==> src/stack_excl_pkg.sv <==
// Purpose : shared types and constants for the stack and exclusive access unit
// Assumes : 16 general registers, 32-bit words, single clock
// Notes   : register indices and count, word step, status codes and register and flag reset values live here
//
// What this block does
// - push stores highest register first, highest address
// - pop loads lowest register first, lowest address
// - push decrements before, pop increments after, writeback
// - popped program counter branches halfword aligned
// - these instructions never modify condition flags
// - exclusive loads read word, byte or halfword
// - store-exclusive status: 0 stored, 1 not stored
// - success only if nobody touched the location
// - missing offset means base register is address
// - after clear-exclusive next store-exclusive fails
// - multiple transfers use consecutive 4-byte words
package stack_excl_pkg;

  // ---------------------------------------------------------------
  // register indices and sizes
  // ---------------------------------------------------------------
  localparam int          REG_COUNT   = 16;             // general registers
  localparam logic [3:0]  STACK_PTR   = 4'hD;           // stack_pointer index
  localparam logic [3:0]  LINK_REG    = 4'hE;           // link_register index
  localparam logic [3:0]  PROG_CNT    = 4'hF;           // program_counter index
  localparam logic [31:0] WORD_STEP   = 32'h0000_0004;  // bytes per word
  localparam logic [31:0] REG_RESET   = 32'h0000_0000;  // register reset value
  localparam logic [31:0] STATUS_OK   = 32'h0000_0000;  // exclusive store done
  localparam logic [31:0] STATUS_FAIL = 32'h0000_0001;  // exclusive store refused
  localparam logic [3:0]  FLAGS_RESET = 4'h0;           // nzcv after reset

  // ---------------------------------------------------------------
  // access size on the memory bus
  // ---------------------------------------------------------------
  typedef enum logic [1:0] {
    SZ_BYTE = 2'b00,
    SZ_HALF = 2'b01,
    SZ_WORD = 2'b10
  } size_e;

  // ---------------------------------------------------------------
  // instruction selector
  // ---------------------------------------------------------------
  typedef enum logic [3:0] {
    OP_PUSH       = 4'h0,  // store_multiple_decrement_before on stack
    OP_POP        = 4'h1,  // load_multiple_increment_after on stack
    OP_LDEX_WORD  = 4'h2,  // load_exclusive_word
    OP_LDEX_BYTE  = 4'h3,  // load_exclusive_byte
    OP_LDEX_HALF  = 4'h4,  // load_exclusive_half
    OP_STEX_WORD  = 4'h5,  // store_exclusive_word
    OP_STEX_BYTE  = 4'h6,  // store_exclusive_byte
    OP_STEX_HALF  = 4'h7,  // store_exclusive_half
    OP_CLEAR_EXCL = 4'h8   // clear_exclusive
  } op_e;

  // ---------------------------------------------------------------
  // carriers
  // ---------------------------------------------------------------
  typedef struct packed {
    op_e         op;        // instruction
    logic [15:0] reg_set;   // register list for push/pop
    logic [3:0]  xfer_reg;  // transfer_register
    logic [3:0]  base_reg;  // base_register
    logic [3:0]  stat_reg;  // status destination
    logic        ofs_en;    // offset present
    logic [7:0]  ofs_words; // offset divided by four
  } cmd_s;

  typedef struct packed {
    logic        req;   // request pending
    logic        we;    // write when set
    size_e       size;  // access size
    logic [31:0] addr;  // byte address
    logic [31:0] wdata; // right-justified store data
  } mem_req_s;

endpackage

==> src/reg_bank.sv <==
// Purpose : general register bank, one write port, one registered read
// Assumes : write and read of same index in one cycle returns old value
// Notes   : read data are valid one clock after the address
`timescale 1ns/1ps
module reg_bank
  import stack_excl_pkg::*;
#(
  parameter int DEPTH = REG_COUNT,  // number of registers
  parameter int WIDTH = 32          // register width
) (
  input  wire logic                     i_clk,   // core clock
  input  wire logic                     i_rst_b, // async reset, low
  input  wire logic                     i_we,    // write strobe
  input  wire logic [$clog2(DEPTH)-1:0] i_waddr, // write index
  input  wire logic [WIDTH-1:0]         i_wdata, // write data
  input  wire logic [$clog2(DEPTH)-1:0] i_raddr, // read index
  output logic      [WIDTH-1:0]         o_rdata  // registered read data
);

  logic [WIDTH-1:0] mem_q [DEPTH]; // storage

  // ---------------------------------------------------------------
  // storage and read register
  // ---------------------------------------------------------------
  always_ff @(posedge i_clk or negedge i_rst_b) begin
    if (!i_rst_b) begin
      for (int i = 0; i < DEPTH; i++) begin
        mem_q[i] <= REG_RESET;
      end
      o_rdata <= REG_RESET;
    end else begin
      if (i_we) begin
        mem_q[i_waddr] <= i_wdata;
      end
      o_rdata <= mem_q[i_raddr];
    end
  end

endmodule

==> src/stack_excl_unit.sv <==
// Purpose : executes push, pop, exclusive load/store and clear-exclusive
// Assumes : memory bus and snoop port run on I_CLK; one command at a time
// Notes   : stores are issued one register per bus handshake (word, or byte/halfword for exclusive), no buffering
`timescale 1ns/1ps
module stack_excl_unit
  import stack_excl_pkg::*;
(
  input  wire logic        I_CLK,        // core clock, 50 MHz
  input  wire logic        I_RST_B,      // async reset, low
  input  wire logic        I_CMD_VALID,  // command offered
  input  wire cmd_s        I_CMD,        // command fields
  output logic             O_CMD_READY,  // unit idle, takes command
  output logic             O_DONE,       // one-cycle completion pulse
  input  wire logic        I_REG_WE,     // core register write, idle only
  input  wire logic [3:0]  I_REG_IDX,    // core write index
  input  wire logic [31:0] I_REG_DATA,   // core write data
  input  wire logic        I_FLAGS_WE,   // core flag update, idle only
  input  wire logic [3:0]  I_FLAGS,      // new nzcv
  output logic      [3:0]  O_FLAGS,      // current nzcv
  output mem_req_s         O_MEM,        // memory request, held to ack
  input  wire logic        I_MEM_ACK,    // memory handshake done
  input  wire logic [31:0] I_MEM_RDATA,  // right-justified read data
  input  wire logic        I_SNOOP_VALID,// other master accessed memory
  input  wire logic [31:0] I_SNOOP_ADDR, // address of that access
  output logic             O_WB_VALID,   // register written this cycle-1
  output logic      [3:0]  O_WB_IDX,     // written index
  output logic      [31:0] O_WB_DATA,    // written value
  output logic             O_BRANCH,     // pulse: branch after pop
  output logic      [31:0] O_BRANCH_ADDR // halfword-aligned target
);

  // ---------------------------------------------------------------
  // state machine
  // ---------------------------------------------------------------
  typedef enum logic [2:0] {
    S_IDLE = 3'b000,  // waiting for a command
    S_BASE = 3'b001,  // base register value arrives
    S_NEXT = 3'b010,  // pick next register of the set
    S_DATA = 3'b011,  // store data arrives from the bank
    S_MEM  = 3'b100   // bus access outstanding
  } state_e;

  state_e      state_q;            // current state
  cmd_s        cmd_q;              // latched command
  logic [15:0] mask_q;             // registers still to move
  logic [31:0] addr_q;             // current access address
  logic [31:0] fin_q;              // final stack pointer value
  logic [3:0]  cur_q;              // register being moved
  logic        mon_valid_q;        // exclusive tag held
  logic [31:0] mon_addr_q;         // tagged address
  size_e       mon_size_q;         // tagged size
  logic [31:0] rdata;              // bank read data
  logic [3:0]  raddr;              // bank read index
  logic        we;                 // bank write strobe
  logic [3:0]  waddr;              // bank write index
  logic [31:0] wdata;              // bank write data
  logic        is_push;            // decoded push
  logic        is_pop;             // decoded pop
  logic        is_ldex;            // decoded exclusive load
  logic        is_stex;            // decoded exclusive store
  size_e       ex_size;            // exclusive access size
  logic [3:0]  pick;               // next register to move
  logic        ack;                // bus handshake completes

  // ---------------------------------------------------------------
  // decode helpers
  // ---------------------------------------------------------------
  function automatic size_e size_of(input op_e op);
    case (op)
      OP_LDEX_BYTE, OP_STEX_BYTE: size_of = SZ_BYTE;
      OP_LDEX_HALF, OP_STEX_HALF: size_of = SZ_HALF;
      default:                    size_of = SZ_WORD;
    endcase
  endfunction

  // number of registers in a set, scaled to bytes
  function automatic logic [31:0] set_bytes(input logic [15:0] set);
    logic [31:0] n;
    n = 32'h0000_0000;
    for (int i = 0; i < REG_COUNT; i++) begin
      n = n + {28'h000_0000, 3'b000, set[i]};
    end
    set_bytes = {n[29:0], 2'b00};
  endfunction

  // highest set bit for push, lowest for pop
  function automatic logic [3:0] next_reg(input logic [15:0] set, input logic high);
    logic [3:0] r;
    r = 4'h0;
    for (int i = 0; i < REG_COUNT; i++) begin
      if (high && set[i]) begin
        r = 4'(i);
      end
      if (!high && set[REG_COUNT-1-i]) begin
        r = 4'(REG_COUNT-1-i);
      end
    end
    next_reg = r;
  endfunction

  assign is_push = (cmd_q.op == OP_PUSH);
  assign is_pop  = (cmd_q.op == OP_POP);
  assign is_ldex = (cmd_q.op == OP_LDEX_WORD) || (cmd_q.op == OP_LDEX_BYTE) || (cmd_q.op == OP_LDEX_HALF);
  assign is_stex = (cmd_q.op == OP_STEX_WORD) || (cmd_q.op == OP_STEX_BYTE) || (cmd_q.op == OP_STEX_HALF);
  assign ex_size = size_of(cmd_q.op);
  assign pick    = next_reg(mask_q, is_push);
  assign ack     = (state_q == S_MEM) && I_MEM_ACK;

  // ---------------------------------------------------------------
  // register bank ports
  // ---------------------------------------------------------------
  // read index: base first, then the register to be stored
  always_comb begin
    raddr = cmd_q.xfer_reg;
    if (state_q == S_IDLE) begin
      raddr = (I_CMD.op == OP_PUSH || I_CMD.op == OP_POP) ? STACK_PTR : I_CMD.base_reg;
    end else if (state_q == S_NEXT) begin
      raddr = pick;
    end
  end

  // write port: fsm owns it while busy, core while idle
  always_comb begin
    we    = 1'b0;
    waddr = I_REG_IDX;
    wdata = I_REG_DATA;
    if (state_q == S_IDLE) begin
      we = I_REG_WE;
    end else if (state_q == S_NEXT && mask_q == 16'h0000) begin
      we    = 1'b1;
      waddr = STACK_PTR;
      wdata = fin_q;
    end else if (state_q == S_BASE && is_stex && !(mon_valid_q && mon_size_q == ex_size &&
                 mon_addr_q == rdata + (cmd_q.ofs_en ? {22'h00_0000, cmd_q.ofs_words, 2'b00} : 32'h0000_0000))) begin
      we    = 1'b1;
      waddr = cmd_q.stat_reg;
      wdata = STATUS_FAIL;
    end else if (ack && O_MEM.we && is_stex) begin
      we    = 1'b1;
      waddr = cmd_q.stat_reg;
      wdata = STATUS_OK;
    end else if (ack && !O_MEM.we) begin
      we    = 1'b1;
      waddr = cur_q;
      case (O_MEM.size)
        SZ_BYTE: wdata = {24'h00_0000, I_MEM_RDATA[7:0]};
        SZ_HALF: wdata = {16'h0000, I_MEM_RDATA[15:0]};
        default: wdata = I_MEM_RDATA;
      endcase
    end
  end

  reg_bank #(
    .DEPTH (REG_COUNT),
    .WIDTH (32)
  ) reg_bank_inst (
    .i_clk   (I_CLK),
    .i_rst_b (I_RST_B),
    .i_we    (we),
    .i_waddr (waddr),
    .i_wdata (wdata),
    .i_raddr (raddr),
    .o_rdata (rdata)
  );

  // ---------------------------------------------------------------
  // sequencer
  // ---------------------------------------------------------------
  // one always_ff walks the command; bus request held until ack
  always_ff @(posedge I_CLK or negedge I_RST_B) begin
    if (!I_RST_B) begin
      state_q <= S_IDLE;
      cmd_q   <= '0;
      mask_q  <= 16'h0000;
      addr_q  <= 32'h0000_0000;
      fin_q   <= 32'h0000_0000;
      cur_q   <= 4'h0;
      O_MEM   <= '0;
      O_DONE  <= 1'b0;
      O_CMD_READY <= 1'b1;  // idle out of reset
    end else begin
      O_DONE <= 1'b0;
      case (state_q)
        S_IDLE: begin
          if (I_CMD_VALID) begin
            cmd_q  <= I_CMD;
            mask_q <= I_CMD.reg_set;
            cur_q  <= I_CMD.xfer_reg;
            if (I_CMD.op == OP_CLEAR_EXCL) begin
              O_DONE <= 1'b1;  // single-cycle, no bus traffic
            end else begin
              state_q <= S_BASE;
              O_CMD_READY <= 1'b0;  // busy from the next cycle
            end
          end
        end
        S_BASE: begin
          if (is_push) begin
            addr_q  <= rdata - WORD_STEP;
            fin_q   <= rdata - set_bytes(cmd_q.reg_set);
            state_q <= S_NEXT;
          end else if (is_pop) begin
            addr_q  <= rdata;
            fin_q   <= rdata + set_bytes(cmd_q.reg_set);
            state_q <= S_NEXT;
          end else begin
            // no offset: base value is the address as is
            addr_q <= rdata + (cmd_q.ofs_en ? {22'h00_0000, cmd_q.ofs_words, 2'b00} : 32'h0000_0000);
            if (is_ldex) begin
              O_MEM   <= '{req: 1'b1, we: 1'b0, size: ex_size,
                           addr: rdata + (cmd_q.ofs_en ? {22'h00_0000, cmd_q.ofs_words, 2'b00} : 32'h0000_0000),
                           wdata: 32'h0000_0000};
              state_q <= S_MEM;
            end else if (we) begin
              O_DONE  <= 1'b1;  // monitor missed, store dropped
              state_q <= S_IDLE;
              O_CMD_READY <= 1'b1;
            end else begin
              state_q <= S_DATA;  // transfer_register read under way
            end
          end
        end
        S_NEXT: begin
          if (mask_q == 16'h0000) begin
            O_DONE  <= 1'b1;
            state_q <= S_IDLE;
            O_CMD_READY <= 1'b1;
          end else begin
            cur_q            <= pick;
            mask_q[pick]     <= 1'b0;
            if (is_push) begin
              state_q <= S_DATA;
            end else begin
              O_MEM   <= '{req: 1'b1, we: 1'b0, size: SZ_WORD, addr: addr_q, wdata: 32'h0000_0000};
              state_q <= S_MEM;
            end
          end
        end
        S_DATA: begin
          O_MEM   <= '{req: 1'b1, we: 1'b1, size: size_e'(is_push ? SZ_WORD : ex_size), addr: addr_q, wdata: rdata};
          state_q <= S_MEM;
        end
        S_MEM: begin
          if (I_MEM_ACK) begin
            O_MEM.req <= 1'b0;
            if (is_push) begin
              addr_q  <= addr_q - WORD_STEP;
              state_q <= S_NEXT;
            end else if (is_pop) begin
              addr_q  <= addr_q + WORD_STEP;
              state_q <= S_NEXT;
            end else begin
              O_DONE  <= 1'b1;
              state_q <= S_IDLE;
              O_CMD_READY <= 1'b1;
            end
          end
        end
        default: begin
          state_q     <= S_IDLE;  // unknown state recovers to idle
          O_CMD_READY <= 1'b1;
        end
      endcase
    end
  end


  // ---------------------------------------------------------------
  // exclusive monitor
  // ---------------------------------------------------------------
  // a load sets the tag and wins over a snoop in the same cycle
  always_ff @(posedge I_CLK or negedge I_RST_B) begin
    if (!I_RST_B) begin
      mon_valid_q <= 1'b0;
      mon_addr_q  <= 32'h0000_0000;
      mon_size_q  <= SZ_WORD;
    end else begin
      if (ack && is_ldex) begin
        mon_valid_q <= 1'b1;
        mon_addr_q  <= O_MEM.addr;
        mon_size_q  <= O_MEM.size;
      end else if (state_q == S_IDLE && I_CMD_VALID && I_CMD.op == OP_CLEAR_EXCL) begin
        mon_valid_q <= 1'b0;
      end else if (state_q == S_BASE && is_stex) begin
        mon_valid_q <= 1'b0;
      end else if (I_SNOOP_VALID && I_SNOOP_ADDR[31:2] == mon_addr_q[31:2]) begin
        mon_valid_q <= 1'b0;
      end
    end
  end

  // ---------------------------------------------------------------
  // condition flags
  // ---------------------------------------------------------------
  // only the core updates them, and only while idle
  always_ff @(posedge I_CLK or negedge I_RST_B) begin
    if (!I_RST_B) begin
      O_FLAGS <= FLAGS_RESET;
    end else if (state_q == S_IDLE && I_FLAGS_WE) begin
      O_FLAGS <= I_FLAGS;
    end
  end

  // ---------------------------------------------------------------
  // writeback report and branch
  // ---------------------------------------------------------------
  always_ff @(posedge I_CLK or negedge I_RST_B) begin
    if (!I_RST_B) begin
      O_WB_VALID    <= 1'b0;
      O_WB_IDX      <= 4'h0;
      O_WB_DATA     <= 32'h0000_0000;
      O_BRANCH      <= 1'b0;
      O_BRANCH_ADDR <= 32'h0000_0000;
    end else begin
      O_WB_VALID <= we && state_q != S_IDLE;
      O_WB_IDX   <= waddr;
      O_WB_DATA  <= wdata;
      O_BRANCH   <= ack && is_pop && cur_q == PROG_CNT;
      if (ack && is_pop && cur_q == PROG_CNT) begin
        O_BRANCH_ADDR <= {I_MEM_RDATA[31:1], 1'b0};
      end
    end
  end

  // ---------------------------------------------------------------
  // checks
  // ---------------------------------------------------------------
  logic [3:0]  prev_reg_q;   // last register moved
  logic [31:0] prev_addr_q;  // last address used
  logic        moved_q;      // a word already moved in this command
  always_ff @(posedge I_CLK or negedge I_RST_B) begin
    if (!I_RST_B) begin
      prev_reg_q  <= 4'h0;
      prev_addr_q <= 32'h0000_0000;
      moved_q     <= 1'b0;
    end else if (state_q == S_IDLE) begin
      moved_q <= 1'b0;
    end else if (ack) begin
      prev_reg_q  <= cur_q;
      prev_addr_q <= O_MEM.addr;
      moved_q     <= 1'b1;
    end
  end

  property p_push_order;
    @(posedge I_CLK) disable iff (!I_RST_B)
    (ack && is_push && moved_q) |-> (cur_q < prev_reg_q && O_MEM.addr == prev_addr_q - WORD_STEP);
  endproperty
  a_push_order: assert property (p_push_order) else $error("push order or address wrong");

  property p_pop_order;
    @(posedge I_CLK) disable iff (!I_RST_B)
    (ack && is_pop && moved_q) |-> (cur_q > prev_reg_q && O_MEM.addr == prev_addr_q + WORD_STEP);
  endproperty
  a_pop_order: assert property (p_pop_order) else $error("pop order or address wrong");

  property p_sp_writeback;
    @(posedge I_CLK) disable iff (!I_RST_B)
    (state_q == S_NEXT && mask_q == 16'h0000) |=> (O_WB_VALID && O_WB_IDX == STACK_PTR && O_DONE);
  endproperty
  a_sp_writeback: assert property (p_sp_writeback) else $error("stack pointer not written back");

  property p_branch_align;
    @(posedge I_CLK) disable iff (!I_RST_B)
    (ack && is_pop && cur_q == PROG_CNT) |=> (O_BRANCH && O_BRANCH_ADDR == {$past(I_MEM_RDATA[31:1]), 1'b0});
  endproperty
  a_branch_align: assert property (p_branch_align) else $error("branch target wrong");

  property p_flags_hold;
    @(posedge I_CLK) disable iff (!I_RST_B)
    (state_q != S_IDLE) |=> $stable(O_FLAGS);
  endproperty
  a_flags_hold: assert property (p_flags_hold) else $error("flags changed by transfer");

  property p_byte_load;
    @(posedge I_CLK) disable iff (!I_RST_B)
    (ack && is_ldex && O_MEM.size == SZ_BYTE) |=> (O_WB_DATA[31:8] == 24'h00_0000 && O_WB_IDX == cmd_q.xfer_reg);
  endproperty
  a_byte_load: assert property (p_byte_load) else $error("byte load not zero extended");

  property p_status_ok;
    @(posedge I_CLK) disable iff (!I_RST_B)
    (ack && is_stex) |=> (O_WB_VALID && O_WB_DATA == STATUS_OK && !mon_valid_q);
  endproperty
  a_status_ok: assert property (p_status_ok) else $error("successful store status wrong");

  property p_fail_no_store;
    @(posedge I_CLK) disable iff (!I_RST_B)
    (state_q == S_BASE && is_stex && !mon_valid_q) |=> (O_WB_DATA == STATUS_FAIL && !O_MEM.req);
  endproperty
  a_fail_no_store: assert property (p_fail_no_store) else $error("store without monitor");

  property p_no_offset;
    @(posedge I_CLK) disable iff (!I_RST_B)
    (state_q == S_BASE && is_ldex && !cmd_q.ofs_en) |=> (O_MEM.req && O_MEM.addr == $past(rdata));
  endproperty
  a_no_offset: assert property (p_no_offset) else $error("address not base value");

  property p_clear;
    @(posedge I_CLK) disable iff (!I_RST_B)
    (state_q == S_IDLE && I_CMD_VALID && I_CMD.op == OP_CLEAR_EXCL) |=> (!mon_valid_q && O_DONE);
  endproperty
  a_clear: assert property (p_clear) else $error("clear left monitor set");

  property p_tag_set;
    @(posedge I_CLK) disable iff (!I_RST_B)
    (ack && is_ldex) |=> (mon_valid_q && mon_addr_q == $past(O_MEM.addr));
  endproperty
  a_tag_set: assert property (p_tag_set) else $error("monitor tag not set");

endmodule

==> config.mk <==
export PLATFORM = sky130hd
export DESIGN_NAME = stack_excl_unit
export DESIGN_NICKNAME = d
export VERILOG_FILES = /design/src/stack_excl_pkg.sv /design/src/reg_bank.sv /design/src/stack_excl_unit.sv
export SDC_FILE = /design/constraint.sdc
export NUM_CORES = 2
export LEC_CHECK = 0
export ABC_AREA = 1
export ABC_CLOCK_PERIOD_IN_PS = 7100
export BUFFER_PORTS_ARGS = -buffer_cell sky130_fd_sc_hd__clkbuf_2
export CAP_MARGIN = 20
export CORE_MARGIN = 2
export CORE_UTILIZATION = 50
export CTS_BUF_LIST = sky130_fd_sc_hd__clkbuf_4
export DETAILED_ROUTE_END_ITERATION = 10
export PLACE_DENSITY = 0.68
export SLEW_MARGIN = 30
export SYNTH_ARGS = -nofsm -noshare
export SYNTH_HDL_FRONTEND = slang
export SYNTH_SLANG_ARGS = --single-unit
export TNS_END_PERCENT = 30
==> constraint.sdc <==
create_clock -name I_CLK -period 7.1 [get_ports I_CLK]
set_clock_uncertainty 0.1 [all_clocks]
set_input_delay 1.065 -clock I_CLK [delete_from_list [all_inputs] [get_ports I_CLK]]
set_output_delay 1.065 -clock I_CLK [all_outputs]
set_load 0.01 [all_outputs]
==> results.sh <==
export IMPL_ant_nets=0
export IMPL_regArea_um2=21200
export IMPL_tns_ns=0
export IMPL_whs_ns=0.0762
export IMPL_fin_cells=8165
export IMPL_clk_latency_ns=1.17
export IMPL_drv_cap=0
export IMPL_drc=0
export IMPL_port_buffers=292
export IMPL_clock_sinks=846
export IMPL_cp_required_ns=8.00
export IMPL_initial_core_util=0.504
export IMPL_critPathMaxStageDelay_ns=0.54
export IMPL_cpLargestDelayFamily="adder cells"
export IMPL_status="finished, final reports clean"
export IMPL_postPlaceCellArea_um2=50200
export IMPL_synth_area_per_cell_um2=7.37
export IMPL_place_gp_congestion=0.948
export IMPL_fillers=9239
export IMPL_drive_gt1_frac=0.138
export IMPL_grt_pass1_vias=45100
export IMPL_area_growth_synth_to_final_pct=11.7
export IMPL_ys_flop_type="dfrtp_1"
export IMPL_critPathLaunchType="flop"
export IMPL_grt_pass1_wl_um=273000
export IMPL_synth_edf_count=0
export IMPL_tightest_slew_ns=1.01
export IMPL_fin_crit_ns=6.67
export IMPL_dieArea_um2=98300
export IMPL_worstPathArrival_ns=7.57
export IMPL_nNetsFinal=6924
export IMPL_syn_inst=6498
export IMPL_crit_type="reg -> reg"
export IMPL_io_pins=296
export IMPL_viasPerCell=5.79
export IMPL_wirelength_um=178000
export IMPL_cts_root_buf="clkbuf_4"
export IMPL_syn_area_um2=47900
export IMPL_core_area_um2=95000
export IMPL_hold_viol=0
export IMPL_clock_fmax_ghz=0.150
export IMPL_dp_cells=7719
export IMPL_grt_total_usage=0.360
export IMPL_grt_max_degree=173
export IMPL_die_height_um=314
export IMPL_cts_max_level=4
export IMPL_crit_path_top_delay_cell="fa_1"
export IMPL_crit_path_max_fanout=4
export IMPL_cts_tree="done"
export IMPL_path_clk_slew_ns=0.07
export IMPL_die_w_um=314
export IMPL_vias=47200
export IMPL_multi_input_area_um2=22500
export IMPL_grt_ovfl_total=0
export IMPL_final_area_um2=53500
export IMPL_path_buf_inv=6
export IMPL_syn_nets=6708
export IMPL_clockBufferDepth=3
export IMPL_period_share=0.940
export IMPL_ys_ff_latch=846
export IMPL_antenna_found_initial=4
export IMPL_finalSetupViolations=0
export IMPL_finalMaxSlewViolations=0
export IMPL_synth_async_sr_flop_share=1.00
export IMPL_wl_per_cell_um=21.8
export IMPL_drtIter0Drc=5734
export IMPL_cts_buffers=225
export IMPL_rsz0062_at_grt="false"
export IMPL_hpwl_um=113000
export IMPL_hp_class="in -> reg"
export IMPL_worstSetupEndpointType="flop"
export IMPL_ys_types=59
export IMPL_ys_warn_count=0
export IMPL_maxSlewHeadroom=0.325
export IMPL_dr_pass1_iters=6
export IMPL_ys_seq_area_frac=0.442
export IMPL_fp_row_count=113
-- path summary, 6_finish.rpt --
kind	to	cells past startpoint	from	slack (ns)
max	fin_q[28]$_DFFE_PN0P_	31	cmd_q[21]$_DFFE_PN0P_	0.43
min reg2reg	reg_bank_inst.mem_q[198]$_DFFE_PN0P_	2	reg_bank_inst.mem_q[198]$_DFFE_PN0P_	0.36
max reg2reg	fin_q[28]$_DFFE_PN0P_	31	cmd_q[21]$_DFFE_PN0P_	0.43
min in group asynchronous	O_BRANCH_ADDR[27]$_DFFE_PN0P_	2	I_RST_B	0.48
min	cmd_q[5]$_DFFE_PN0P_	2	I_CMD[5]	0.08
max in group asynchronous	O_WB_IDX[0]$_DFF_PN0_	4	I_RST_B	4.88
-- area by class of cell --
cell class / instances / area share
multi-input combinational: 4558 / 0.421
sequential: 846 / 0.396
timing repair buffer: 462 / 0.0566
clock buffer: 337 / 0.0473
inverter: 621 / 0.0437
tap: 1265 / 0.0296
clock inverter: 66 / 0.00636
antenna: 10 / 0.000467
-- worst register-to-register path, delay by kind of cell (launching register included) --
kind                     cells  cell delay [ns]
adder cells (fa/ha/maj)      7             2.99
AO/OA/AOI/OAI                9             1.49
AND/OR/NAND/NOR              7             0.77
buffers and inverters        6             0.49
flip-flops                   1             0.40
XOR/XNOR                     2             0.34
-- per-layer routing --
metal / GRT usage / wire, µm / vias up
met1: 0.480 / 71300 / 22600
met5: 0 / 0 / -
met3: 0.0617 / 15800 / 434
met4: 0.183 / 8820 / 0
li1: - / - / 21800
met2: 0.567 / 82100 / 2451
-- placed cells by master, fill, tap and decap left out, drive strengths merged, types with 3 or more instances in the layout --
cell type and instances:
dfrtp 844, a21o 5, diode 10, o21ai 270
dlygate4sd3 30, a41oi 3, mux2 30, nand3 968
clkinv 59, xnor2 32, xnor3 3, xor2 69
o21a 8, o41ai 14, o211ai 42, nor3 28
ha 46, clkinvlp 3, o22ai 17, a21boi 3
nor2 215, fa 12, a21oi 161, a211oi 3
o221ai 18, or2 18, nand4 282, a31oi 22
a22oi 27, nor4 14, o2111ai 8, buf 141
clkbuf 628, nand3b 67, inv 624, nand2 2159
-- cell usage after synthesis, drive strengths merged, types with 2 or more instances --
master | number | area (µm²)
nand2 | 2159 | 8130
nand3 | 968 | 4870
dfrtp | 844 | 21100
inv | 620 | 2330
nand4 | 282 | 1790
o21ai | 270 | 1450
clkbuf | 239 | 897
buf | 234 | 1240
nor2 | 215 | 870
a21oi | 161 | 806
xor2 | 69 | 604
nand3b | 67 | 503
ha | 46 | 576
o211ai | 42 | 315
xnor2 | 32 | 280
mux2 | 30 | 338
nor3 | 28 | 140
a22oi | 27 | 203
a31oi | 22 | 138
o221ai | 18 | 158
or2 | 18 | 113
o22ai | 17 | 138
nor4 | 14 | 87.6
o41ai | 14 | 123
fa | 12 | 240
o2111ai | 8 | 70.1
o21a | 8 | 60.1
a21o | 5 | 37.5
a211oi | 3 | 22.5
a21boi | 3 | 22.5
a41oi | 3 | 26.3
xnor3 | 3 | 67.6
a221oi | 2 | 17.5
and2 | 2 | 12.5
and3 | 2 | 12.5
dfstp | 2 | 52.6
o21bai | 2 | 15.0
-- registers in the layout (all words and copies together) (netlist names), 16 cells and up --
signal / cells
addr_q: 32
cmd_q: 37
O_BRANCH_ADDR: 31
O_MEM: 68
O_WB_DATA: 32
mon_addr_q: 32
reg_bank_inst.o_rdata: 32
mask_q: 16
reg_bank_inst.mem_q: 512
fin_q: 32
-- what timing repair did --
item | in CTS | in global routing
gates resized for setup | 0 | 11
hold buffers | 30 | 0
setup buffers | 0 | 1
hold endpoints to repair | 123 | 0
endpoints found under the setup margin | 0 | 9
-- logic make-up after synthesis --
group                    count (synthesis)  synth area share
AND/OR/NAND/NOR                       3755             0.345
buffers and inverters                 1094            0.0934
flip-flops                             846             0.442
AO/OA/AOI/OAI                          610            0.0760
XOR/XNOR                               104            0.0199
adder cells (fa/ha/maj)                 58            0.0170
multiplexers                            30           0.00705
other                                    1         0.0000783
-- metrics by stage --
stage	utilization	setup WS [ns]
6_report	0.563	0.426
5_1_grt	0.563	0.00397
4_1_cts	0.562	0.0372
3_5_place_dp	0.528	0.0801
3_3_place_gp	0.528	0.000496
2_1_floorplan	-	0.775
Power is not shown: default switching activity piles up to over one toggle a cycle in this logic, so the estimate is an artifact.
